--- src/include/can_fifo_ctrl_pkg.sv ---
/*
  Constants for the message queue and message FIFO control block: register
  offsets, field positions, reset values and the payload size decode.
  Assumes a 32-bit APB register port with byte addresses in paddr[7:0].
*/
package can_fifo_ctrl_pkg;

  ////////////////////////////////////////////////////////////////////////////
  // sizes
  localparam int NUM_FIFOS = 15;
  localparam int ADDR_W = 8;

  ////////////////////////////////////////////////////////////////////////////
  // register map, byte addresses; message fifo m sits at m words
  localparam logic [7:0] TXQ_STATUS_OFS = 8'h00;
  localparam logic [7:0] GLOBAL_CTRL_OFS = 8'h40;
  localparam logic [5:0] GLOBAL_CTRL_IDX = 6'h10;
  localparam logic [5:0] TXQ_STATUS_IDX = 6'h00;

  ////////////////////////////////////////////////////////////////////////////
  // message_fifo_control fields
  localparam int PLSZ_LSB = 29;
  localparam int DEPTH_LSB = 24;
  localparam int RETRY_LSB = 21;
  localparam int PRIO_LSB = 16;
  localparam int FIFO_RESET_BIT = 10;
  localparam int SENDREQ_BIT = 9;
  localparam int INC_BIT = 8;
  localparam int DIR_BIT = 7;
  localparam int RTR_BIT = 6;
  localparam int TS_BIT = 5;
  localparam int IE_ATTEMPTS = 4;
  localparam int IE_OVERFLOW = 3;
  localparam int IE_EMPTY_FULL = 2;
  localparam int IE_HALF = 1;
  localparam int IE_NFNE = 0;

  ////////////////////////////////////////////////////////////////////////////
  // transmit_queue_status fields
  localparam int QIDX_LSB = 8;
  localparam int QABT_BIT = 7;
  localparam int QLARB_BIT = 6;
  localparam int QERR_BIT = 5;
  localparam int QATIF_BIT = 4;
  localparam int QEMPTY_BIT = 2;
  localparam int QNFULL_BIT = 0;

  ////////////////////////////////////////////////////////////////////////////
  // global control fields and reset values
  localparam int OPMODE_LSB = 0;
  localparam int RETRY_EN_BIT = 8;
  localparam logic [2:0] OPMODE_CONFIG = 3'h4;
  localparam logic [2:0] OPMODE_RESET = 3'h4;
  localparam logic [1:0] RETRY_RESET = 2'h3;
  localparam logic [1:0] RETRY_OFF = 2'h0;
  localparam logic FIFO_RESET_RESET = 1'b1;
  localparam logic QFLAG_RESET = 1'b1;

  // data bytes carried by one message object
  function automatic logic [6:0] payload_bytes(input logic [2:0] code);
    case (code)
      3'h0: payload_bytes = 7'h08;
      3'h1: payload_bytes = 7'h0C;
      3'h2: payload_bytes = 7'h10;
      3'h3: payload_bytes = 7'h14;
      3'h4: payload_bytes = 7'h18;
      3'h5: payload_bytes = 7'h20;
      3'h6: payload_bytes = 7'h30;
      default: payload_bytes = 7'h40;
    endcase
  endfunction

endpackage

--- src/hw/can_fifo_ctrl.sv ---
/*
  Control and status for the transmit queue and message FIFOs 1 to 15 of a
  CAN FD controller, reached over APB. Assumes the protocol engine runs on
  pclk and gives one-cycle event pulses; the message RAM lives elsewhere.
*/
// The APB register port and the register addresses were left to the implementer.
// Summary of operation
// - queue status bits 12:8 give slot index the queue sends next
// - that index counts from zero and stays below the queue depth
// - status bit 7 set means last message aborted, clear means success
// - status bit 6 set means the message lost arbitration
// - status bit 5 set means a bus error hit the message
// - a status read or queue reset clears those three bits, except in a cycle where a completion lands, which wins
// - those three bits change only on completion, abort, status read or queue reset
// - bit 4 attempts flag set by hardware only, resets 0, software clears
// - bit 2 empty and bit 0 not-full flags track queue, both reset 1
// - payload code selects 8,12,16,20,24,32,48 or 64 data bytes
// - depth field bits 28:24 give field plus one messages, up to 32
// - retry field 00 none, 01 three, else unlimited, needs global enable
// - retry field stays writable outside configuration mode
// - priority field ranks messages, 00000 lowest to 11111 highest
// - payload, depth, direction, timestamp writable only in mode 100
// - fifo reset bit resets fifo, holds in config, self clears otherwise
// - send request sends; hardware clears when drained; software clear aborts
// - increment bit advances head when transmitting, tail when receiving
// - bit 7 picks transmit (1) or receive (0) object
// - with auto reply on, a received remote request sets send request
// - timestamp enable asks for time stamps in received objects
// - enables 4:0 gate attempts, overflow, empty/full, half, not-full/not-empty
`timescale 1ns/10ps
`default_nettype none

module can_fifo_ctrl
  import can_fifo_ctrl_pkg::*;
(
  input wire logic pclk,
  input wire logic presetn,
  input wire logic psel,
  input wire logic penable,
  input wire logic pwrite,
  input wire logic [can_fifo_ctrl_pkg::ADDR_W-1:0] paddr,
  input wire logic [31:0] pwdata,
  output logic [31:0] prdata,
  output logic pready,
  output logic pslverr,
  input wire logic txq_done,
  input wire logic txq_done_aborted,
  input wire logic txq_done_lost_arb,
  input wire logic txq_done_bus_err,
  input wire logic txq_attempts_out,
  input wire logic txq_reset,
  input wire logic [4:0] txq_index_in,
  input wire logic [4:0] txq_depth_in,
  input wire logic txq_empty_in,
  input wire logic txq_full_in,
  input wire logic [15:1] fifo_msg_sent,
  input wire logic [15:1] fifo_msg_stored,
  input wire logic [15:1] fifo_rtr_rx,
  input wire logic [15:1] fifo_attempts_out,
  output logic [2:0] operating_mode_field,
  output logic [15:1] fifo_send_pending,
  output logic [15:1] fifo_abort_req,
  output logic [15:1] fifo_is_tx,
  output logic [15:1] fifo_ts_en,
  output logic [15:1] fifo_in_reset,
  output logic [15:1] fifo_irq,
  output logic [6:0] fifo_payload_bytes [1:15],
  output logic [4:0] fifo_next_index [1:15],
  output logic [4:0] fifo_priority [1:15],
  output logic [1:0] fifo_retry_mode [1:15]
);
  import can_fifo_ctrl_pkg::*;

  ////////////////////////////////////////////////////////////////////////////
  // apb decode
  logic [5:0] word_idx;
  logic access;
  logic wr_en;
  logic rd_en;
  logic hit;
  logic cfg_mode;
  logic global_retry_enable_q;
  logic [4:0] queue_next_index_q;
  logic msg_aborted_q;
  logic msg_lost_arbitration_q;
  logic msg_bus_error_q;
  logic attempts_exhausted_flag_q;
  logic queue_empty_flag_q;
  logic queue_not_full_flag_q;
  logic [31:0] rd_word;

  logic [2:0] payload_size_q [1:15];
  logic [4:0] fifo_depth_q [1:15];
  logic [1:0] retry_attempts_q [1:15];
  logic [4:0] send_priority_q [1:15];
  logic [15:1] fifo_reset_q;
  logic [15:1] send_request_q;
  logic [15:1] direction_select_q;
  logic [15:1] auto_remote_reply_en_q;
  logic [15:1] rx_timestamp_en_q;
  logic [4:0] ie_q [1:15];
  logic [5:0] count_q [1:15];

  assign word_idx = paddr[7:2];
  assign access = psel & penable;
  assign wr_en = access & pwrite & hit;
  assign rd_en = access & ~pwrite & hit;
  assign cfg_mode = (operating_mode_field == OPMODE_CONFIG);
  // unmapped words and unaligned addresses answer with an error
  assign hit = (paddr[1:0] == 2'h0) && (word_idx <= GLOBAL_CTRL_IDX);
  // every register answers at once, so no wait states
  assign pready = 1'b1;
  assign pslverr = access & ~hit;

  ////////////////////////////////////////////////////////////////////////////
  // global control: operating mode and retry enable
  always_ff @(posedge pclk or negedge presetn) begin
    if (!presetn) begin
      operating_mode_field <= OPMODE_RESET;
      global_retry_enable_q <= 1'b0;
    end else if (wr_en && word_idx == GLOBAL_CTRL_IDX) begin
      operating_mode_field <= pwdata[OPMODE_LSB +: 3];
      global_retry_enable_q <= pwdata[RETRY_EN_BIT];
    end
  end

  ////////////////////////////////////////////////////////////////////////////
  // transmit queue completion status; a completion beats a clearing read
  always_ff @(posedge pclk or negedge presetn) begin
    if (!presetn) begin
      msg_aborted_q <= 1'b0;
      msg_lost_arbitration_q <= 1'b0;
      msg_bus_error_q <= 1'b0;
    end else if (txq_done) begin
      msg_aborted_q <= txq_done_aborted;
      msg_lost_arbitration_q <= txq_done_lost_arb;
      msg_bus_error_q <= txq_done_bus_err;
    end else if (txq_reset || (rd_en && word_idx == TXQ_STATUS_IDX)) begin
      msg_aborted_q <= 1'b0;
      msg_lost_arbitration_q <= 1'b0;
      msg_bus_error_q <= 1'b0;
    end
  end

  // attempts flag: hardware sets, software writes 0 to clear, set wins
  always_ff @(posedge pclk or negedge presetn) begin
    if (!presetn) begin
      attempts_exhausted_flag_q <= 1'b0;
    end else if (txq_attempts_out) begin
      attempts_exhausted_flag_q <= 1'b1;
    end else if (txq_reset) begin
      attempts_exhausted_flag_q <= 1'b0;
    end else if (wr_en && word_idx == TXQ_STATUS_IDX && !pwdata[QATIF_BIT]) begin
      attempts_exhausted_flag_q <= 1'b0;
    end
  end

  // queue level flags and index; index outside the depth reads as slot 0
  always_ff @(posedge pclk or negedge presetn) begin
    if (!presetn) begin
      queue_empty_flag_q <= QFLAG_RESET;
      queue_not_full_flag_q <= QFLAG_RESET;
      queue_next_index_q <= 5'h00;
    end else begin
      queue_empty_flag_q <= txq_empty_in;
      queue_not_full_flag_q <= ~txq_full_in;
      queue_next_index_q <= (txq_index_in > txq_depth_in) ? 5'h00 : txq_index_in;
    end
  end

  ////////////////////////////////////////////////////////////////////////////
  // per fifo control and level tracking
  for (genvar m = 1; m <= NUM_FIFOS; m++) begin : g_fifo
    logic wr_hit;
    logic inc_wr;
    logic [5:0] depth_n;
    logic empty;
    logic full;
    logic half;
    logic push;
    logic pop;
    logic overflow_q;
    logic attempts_q;
    logic [4:0] flags;

    assign wr_hit = wr_en && (word_idx == 6'(m));
    assign inc_wr = wr_hit && pwdata[INC_BIT] && !fifo_reset_q[m];
    assign depth_n = {1'b0, fifo_depth_q[m]} + 6'h01;
    assign empty = (count_q[m] == 6'h00);
    assign full = (count_q[m] == depth_n);
    // transmit: at most half full; receive: at least half full
    assign half = direction_select_q[m] ? ({1'b0, count_q[m]} << 1) <= {1'b0, depth_n}
                                        : ({1'b0, count_q[m]} << 1) >= {1'b0, depth_n};
    // software queues at the head on transmit, frees at the tail on receive
    assign push = direction_select_q[m] ? (inc_wr && !full) : (fifo_msg_stored[m] && !full);
    assign pop = direction_select_q[m] ? (fifo_msg_sent[m] && !empty) : (inc_wr && !empty);

    // configuration-only fields; retry, priority, auto reply and interrupt enables stay writable
    always_ff @(posedge pclk or negedge presetn) begin
      if (!presetn) begin
        payload_size_q[m] <= 3'h0;
        fifo_depth_q[m] <= 5'h00;
        direction_select_q[m] <= 1'b0;
        rx_timestamp_en_q[m] <= 1'b0;
        retry_attempts_q[m] <= RETRY_RESET;
        send_priority_q[m] <= 5'h00;
        auto_remote_reply_en_q[m] <= 1'b0;
        ie_q[m] <= 5'h00;
      end else if (wr_hit) begin
        if (cfg_mode) begin
          payload_size_q[m] <= pwdata[PLSZ_LSB +: 3];
          fifo_depth_q[m] <= pwdata[DEPTH_LSB +: 5];
          direction_select_q[m] <= pwdata[DIR_BIT];
          rx_timestamp_en_q[m] <= pwdata[TS_BIT];
        end
        retry_attempts_q[m] <= pwdata[RETRY_LSB +: 2];
        send_priority_q[m] <= pwdata[PRIO_LSB +: 5];
        auto_remote_reply_en_q[m] <= pwdata[RTR_BIT];
        ie_q[m] <= pwdata[4:0];
      end
    end

    // fifo reset: held while in configuration mode, self clears otherwise
    always_ff @(posedge pclk or negedge presetn) begin
      if (!presetn) begin
        fifo_reset_q[m] <= FIFO_RESET_RESET;
      end else if (wr_hit && pwdata[FIFO_RESET_BIT]) begin
        fifo_reset_q[m] <= 1'b1;
      end else if (fifo_reset_q[m] && !cfg_mode) begin
        fifo_reset_q[m] <= 1'b0;
      end
    end

    // send request; a remote request or a set write beats a software or drain clear, fifo reset or receive direction beats both
    always_ff @(posedge pclk or negedge presetn) begin
      if (!presetn) begin
        send_request_q[m] <= 1'b0;
        fifo_abort_req[m] <= 1'b0;
      end else begin
        fifo_abort_req[m] <= 1'b0;
        if (!direction_select_q[m] || fifo_reset_q[m]) begin
          send_request_q[m] <= 1'b0;
        end else if (fifo_rtr_rx[m] && auto_remote_reply_en_q[m]) begin
          send_request_q[m] <= 1'b1;
        end else if (wr_hit && pwdata[SENDREQ_BIT]) begin
          send_request_q[m] <= 1'b1;
        end else if (wr_hit && send_request_q[m]) begin
          send_request_q[m] <= 1'b0;
          fifo_abort_req[m] <= 1'b1;
        end else if (pop && count_q[m] == 6'h01) begin
          send_request_q[m] <= 1'b0;
        end
      end
    end

    // message count and next index; index wraps at the depth
    always_ff @(posedge pclk or negedge presetn) begin
      if (!presetn) begin
        count_q[m] <= 6'h00;
        fifo_next_index[m] <= 5'h00;
      end else if (fifo_reset_q[m]) begin
        count_q[m] <= 6'h00;
        fifo_next_index[m] <= 5'h00;
      end else begin
        count_q[m] <= count_q[m] + (push ? 6'h01 : 6'h00) - (pop ? 6'h01 : 6'h00);
        if (direction_select_q[m] ? pop : push) begin
          fifo_next_index[m] <= (fifo_next_index[m] >= fifo_depth_q[m]) ? 5'h00
                                : fifo_next_index[m] + 5'h01;
        end
      end
    end

    // sticky flags, cleared only by a fifo reset here
    always_ff @(posedge pclk or negedge presetn) begin
      if (!presetn) begin
        overflow_q <= 1'b0;
        attempts_q <= 1'b0;
      end else begin
        if (!direction_select_q[m] && fifo_msg_stored[m] && full) begin
          overflow_q <= 1'b1;
        end else if (fifo_reset_q[m]) begin
          overflow_q <= 1'b0;
        end
        if (direction_select_q[m] && fifo_attempts_out[m]) begin
          attempts_q <= 1'b1;
        end else if (fifo_reset_q[m]) begin
          attempts_q <= 1'b0;
        end
      end
    end

    // flag meaning follows the direction; a transmit fifo never overflows
    assign flags[IE_ATTEMPTS] = attempts_q & direction_select_q[m];
    assign flags[IE_OVERFLOW] = overflow_q & ~direction_select_q[m];
    assign flags[IE_EMPTY_FULL] = direction_select_q[m] ? empty : full;
    assign flags[IE_HALF] = half;
    assign flags[IE_NFNE] = direction_select_q[m] ? ~full : ~empty;

    // registered outputs toward the engine and interrupt collector
    always_ff @(posedge pclk or negedge presetn) begin
      if (!presetn) begin
        fifo_irq[m] <= 1'b0;
        fifo_payload_bytes[m] <= 7'h08;
        fifo_retry_mode[m] <= RETRY_OFF;
      end else begin
        fifo_irq[m] <= |(flags & ie_q[m]);
        fifo_payload_bytes[m] <= payload_bytes(payload_size_q[m]);
        // without the global enable no retransmission is attempted
        fifo_retry_mode[m] <= global_retry_enable_q ? retry_attempts_q[m] : RETRY_OFF;
      end
    end

    assign fifo_priority[m] = send_priority_q[m];
  end

  assign fifo_send_pending = send_request_q;
  assign fifo_is_tx = direction_select_q;
  assign fifo_ts_en = rx_timestamp_en_q;
  assign fifo_in_reset = fifo_reset_q;

  ////////////////////////////////////////////////////////////////////////////
  // read mux; increment bit always reads 0
  always_comb begin
    rd_word = 32'h0000_0000;
    if (word_idx == TXQ_STATUS_IDX) begin
      rd_word[QIDX_LSB +: 5] = queue_next_index_q;
      rd_word[QABT_BIT] = msg_aborted_q;
      rd_word[QLARB_BIT] = msg_lost_arbitration_q;
      rd_word[QERR_BIT] = msg_bus_error_q;
      rd_word[QATIF_BIT] = attempts_exhausted_flag_q;
      rd_word[QEMPTY_BIT] = queue_empty_flag_q;
      rd_word[QNFULL_BIT] = queue_not_full_flag_q;
    end else if (word_idx == GLOBAL_CTRL_IDX) begin
      rd_word[OPMODE_LSB +: 3] = operating_mode_field;
      rd_word[RETRY_EN_BIT] = global_retry_enable_q;
    end else begin
      for (int i = 1; i <= NUM_FIFOS; i++) begin
        if (word_idx == 6'(i)) begin
          rd_word[PLSZ_LSB +: 3] = payload_size_q[i];
          rd_word[DEPTH_LSB +: 5] = fifo_depth_q[i];
          rd_word[RETRY_LSB +: 2] = retry_attempts_q[i];
          rd_word[PRIO_LSB +: 5] = send_priority_q[i];
          rd_word[FIFO_RESET_BIT] = fifo_reset_q[i];
          rd_word[SENDREQ_BIT] = send_request_q[i];
          rd_word[DIR_BIT] = direction_select_q[i];
          rd_word[RTR_BIT] = auto_remote_reply_en_q[i];
          rd_word[TS_BIT] = rx_timestamp_en_q[i];
          rd_word[4:0] = ie_q[i];
        end
      end
    end
  end

  // read data latched in the setup cycle, so it is stable in the access phase
  always_ff @(posedge pclk or negedge presetn) begin
    if (!presetn) begin
      prdata <= 32'h0000_0000;
    end else if (psel && !penable && !pwrite) begin
      prdata <= hit ? rd_word : 32'h0000_0000;
    end
  end

endmodule

`default_nettype wire

--- config.mk ---
export PLATFORM = sky130hd
export DESIGN_NAME = can_fifo_ctrl
export DESIGN_NICKNAME = d
export VERILOG_FILES = /design/src/include/can_fifo_ctrl_pkg.sv /design/src/hw/can_fifo_ctrl.sv
export SDC_FILE = /design/constraint.sdc
export NUM_CORES = 2
export LEC_CHECK = 0
export ABC_AREA = 0
export BUFFER_PORTS_ARGS = -buffer_cell sky130_fd_sc_hd__buf_2
export CAP_MARGIN = 20
export CELL_PAD_IN_SITES_DETAIL_PLACEMENT = 1
export CELL_PAD_IN_SITES_GLOBAL_PLACEMENT = 2
export CORE_UTILIZATION = 30
export CTS_BUF_LIST = sky130_fd_sc_hd__clkbuf_2 sky130_fd_sc_hd__clkbuf_4 sky130_fd_sc_hd__clkbuf_8
export DETAILED_ROUTE_END_ITERATION = 7
export PLACE_DENSITY_LB_ADDON = 0.1
export SLEW_MARGIN = 20
export SYNTH_ARGS = -nofsm -noshare
export SYNTH_HDL_FRONTEND = slang
export SYNTH_SLANG_ARGS = --single-unit
--- constraint.sdc ---
create_clock -name pclk -period 3.75 [get_ports pclk]
set_input_delay 0.375 -clock pclk [delete_from_list [all_inputs] [get_ports pclk]]
set_output_delay 0.375 -clock pclk [all_outputs]
set_load 0.1 [all_outputs]
==> reports/results.tsv <==
stage	metric	value	unit
die	Die Wd	377	um
synthesis	Synth cell types	82	
timing	final hold violations	0	
setup_path	Setup CP Type	flip-flop to flip-flop	
synthesis	cell area after synthesis	0.0422	mm2
placement	DP Worst Slack	-0.143	ns
drt	routed wire length	204000	um
power_and_ir_drop	overall power	31.9	mW
min_path	hold depth	5	
clock_network	clk buf depth	3	
die	site row count	137	
setup_path	Req. time, crit path	4.53	ns
drt	antenna-violating nets left	0	
setup_path	WP depth	17	
clock_network	H-tree levels	4	
final_layout	layout cell share with drive strength beyond 1	0.237	
global_route	GRT overflow	0	
min_path	Hold Crit Class	input port to flip-flop	
setup_path	critical-path cell list	ha_1, nand3_1, xnor2_1, nor3_1, nand4_1, nand2_1, ha_1, inv_1, ha_1, inv_1, fa_1, inv_1, a21oi_1, nor2_1, nor2_1, xor2_1, nor2_1	
global_route	initial antenna violation count	13	
timing	crit path time final	3.47	ns
setup_path	Crit. Startpoint	fifo_depth_q[45]	
timing	Slew @ Worst Pin	1.05	ns
power_and_ir_drop	leakage power	26.7	nW
synthesis	Avg Synthesized Cell Area	9.37	um2
clock_network	Clock Tree Root	clkbuf_8	
final_layout	Finished Layout Cells	7369	
timing	setup TNS	0	ns
setup_path	Slowest-stage cell, CP	dfrtp_1	
setup_path	worst r2r path cells	17	
synthesis	Syn Inst Count	4507	
final_layout	final instance area	0.0529	mm2
placement	DP Cell Count	7001	
global_route	first-pass GRT wire length	290000	um
drt	WL/cell	27.8	um
final_layout	area grow syn2layout	25.4	%
die	core region area	0.140	mm2
synthesis	Synth area leaders	dfrtp_1 (41%), ha_1 (9.0%), nand2_1 (6.4%)	
clock_network	CTS tree	built	
setup_path	RR Startpoint	fifo_depth_q[45]	
synthesis	flops & latches, synth	748	
clock_network	Clock Sinks	748	
setup_path	R2R Path End	count_q[58]	
final_layout	post-layout net count	5803	
setup_path	WP buf/inv	3	
flow_run	max-cap violations	0	
setup_path	CP startpoint kind	flip-flop	
drt	DRC	0	
final_layout	most frequent cells in the layout	nand2_1 (719), dfrtp_1 (684), buf_2 (490)	
placement	Post-DP HPWL	155000	um
drt	vias per inst	5.26	
die	area of the die	0.142	mm2
drt	via count	38768	
timing	Max Clk Rate	288	MHz
timing	RSZ-0062 raised after global routing	false	
power_and_ir_drop	VDD IR max	0.000565	V
synthesis	fraction of registers with async set/reset	1.00	
synthesis	Post-synth EDFFs	0	
final_layout	most common cell after layout, fill and taps aside	nand2_1	
die	Top-Level Pins	535	
timing	Slew Viols, Final	0	
synthesis	top_reg_cell synth	dfrtp_1	
clock_network	Resized Gates After CTS	0	
placement	Routability Congestion	0.914	
timing	clock skew after layout	0.0350	ns
synthesis	Seq/Total Area, Yosys	0.445	
clock_network	CTS Buf Count	149	
setup_path	nature of the critical path endpoint	flip-flop	
timing	final worst slack	0.280	ns
setup_path	cell family with most CP delay	adder cells	
setup_path	FF-to-FF setup slack	0.28	ns
die	Die H	377	um
placement	port bufs	493	
synthesis	area leader, netlist	dfrtp_1	
global_route	total global-route track usage	0.285	
synthesis	top cell type's share of synthesized area	0.406	
clock_network	clock-pin slew on the worst setup and hold paths	0.06	ns
setup_path	Max Fanout on Critical Path	8	
setup_path	critical path's largest stage delay	0.69	ns
setup_path	Worst Path Arrival	4.25	ns
global_route	vias in the first global route	39140	
drt	DR iter-0 viols	2824	
clock_network	Clock Latency Late Sink	0.90	ns
synthesis	Yosys warning total	0	
drt	first drt pass iteration count	6	
timing	max_slew headroom	0.300	
timing	# setup viols final	0	
die	Initial Util	0.303	
timing	Final period util	0.925	
outcome	status	finished clean	
global_route	largest net degree at the start of global routing	142	
setup_path	crit path to	count_q[58]	
placement	Placed Area	0.0487	mm2
power_and_ir_drop	power per cell area	603	mW/mm2
[metal layers]
metal  global-route usage  vias to the layer above  wire, um
met1                0.399                    20007     94700
met2                0.443                     1215     91900
met4               0.0923                        2      6180
met3               0.0482                      256     11700
met5                    0                        -        13
li1                     -                    17288         -
[report_power, final]
group / leakage (nW) / switching [mW] / internal [mW]
logic: 15.7 / 7.62 / 4.26
registers: 9.16 / 1.43 / 9.11
clock network: 1.78 / 4.01 / 5.51
total: 26.7 / 13.1 / 18.9
[worst register-to-register path, delay by kind of cell (launching register included)]
kind / cells / cell delay (ns)
buffers and inverters: 3 / 0.20
flip-flops: 1 / 0.69
AND/OR/NAND/NOR: 7 / 0.97
XOR/XNOR: 2 / 0.34
AO/OA/AOI/OAI: 1 / 0.08
adder cells (fa/ha/maj): 4 / 1.07
[synthesized netlist by cell type, types with 75 or more instances]
cell type / count
a21oi_1: 219
nand3_1: 141
nor2_1: 267
xnor2_1: 157
dfrtp_1: 685
o21ai_0: 259
nand2_1: 719
ha_1: 305
inv_1: 356
xor2_1: 75
mux2_2: 135
clkbuf_1: 146
[layout make-up]
type / instances / area, um2
Fill cell: 16231 / 86600
Multi-Input combinational cell: 3224 / 21300
Sequential cell: 748 / 18800
Timing Repair Buffer: 880 / 5770
Clock buffer: 251 / 3120
Tap cell: 1876 / 2350
Inverter: 357 / 1340
Clock inverter: 25 / 258
Antenna cell: 8 / 20.0
[through the flow]
step / hold slack [ns] / util
global route: 0.0485 / 0.379
finish: 0.111 / 0.379
floorplan: 0.0794 / -
global placement: 0.353 / 0.349
detailed placement: 0.364 / 0.349
CTS: 0.0102 / 0.379
[flip-flops by register name, summed over array words and instances, names as in the netlist, 30 cells and up]
name / flops
count_q: 90
fifo_depth_q: 75
fifo_next_index: 75
fifo_payload_bytes: 75
fifo_priority: 75
fifo_retry_mode: 30
ie_q: 75
payload_size_q: 45
retry_attempts_q: 30
[timing repair]
item | in CTS | in global routing
hold endpoints to repair | 405 | 0
buffers inserted | 0 | 0
hold buffers | 84 | 0
[how the worst min path moves through the flow]
stage	from	to	slack (ns)
after floorplan	presetn	attempts_exhausted_flag_q	0.08
after global placement	presetn	fifo_next_index[73]	0.35
after detailed placement	presetn	fifo_next_index[73]	0.36
after CTS	fifo_msg_stored[7]	g_fifo[7].overflow_q	0.01
after global routing	pwdata[4]	ie_q[39]	0.05
final	fifo_msg_sent[13]	fifo_next_index[10]	0.11
[cell families (layout without fill, tap and decap cells)]
kind of cell,after synthesis,in the layout,share of synthesized area
compound gates,929,929,0.142
xor+xnor,232,232,0.0481
fa+ha+maj,321,321,0.0977
buf+inv,568,1513,0.0543
flops,748,748,0.445
mux,173,173,0.0453
other cells,2,43,0.000178
simple gates,1534,1534,0.167
Power figures use the tool's default switching activity.
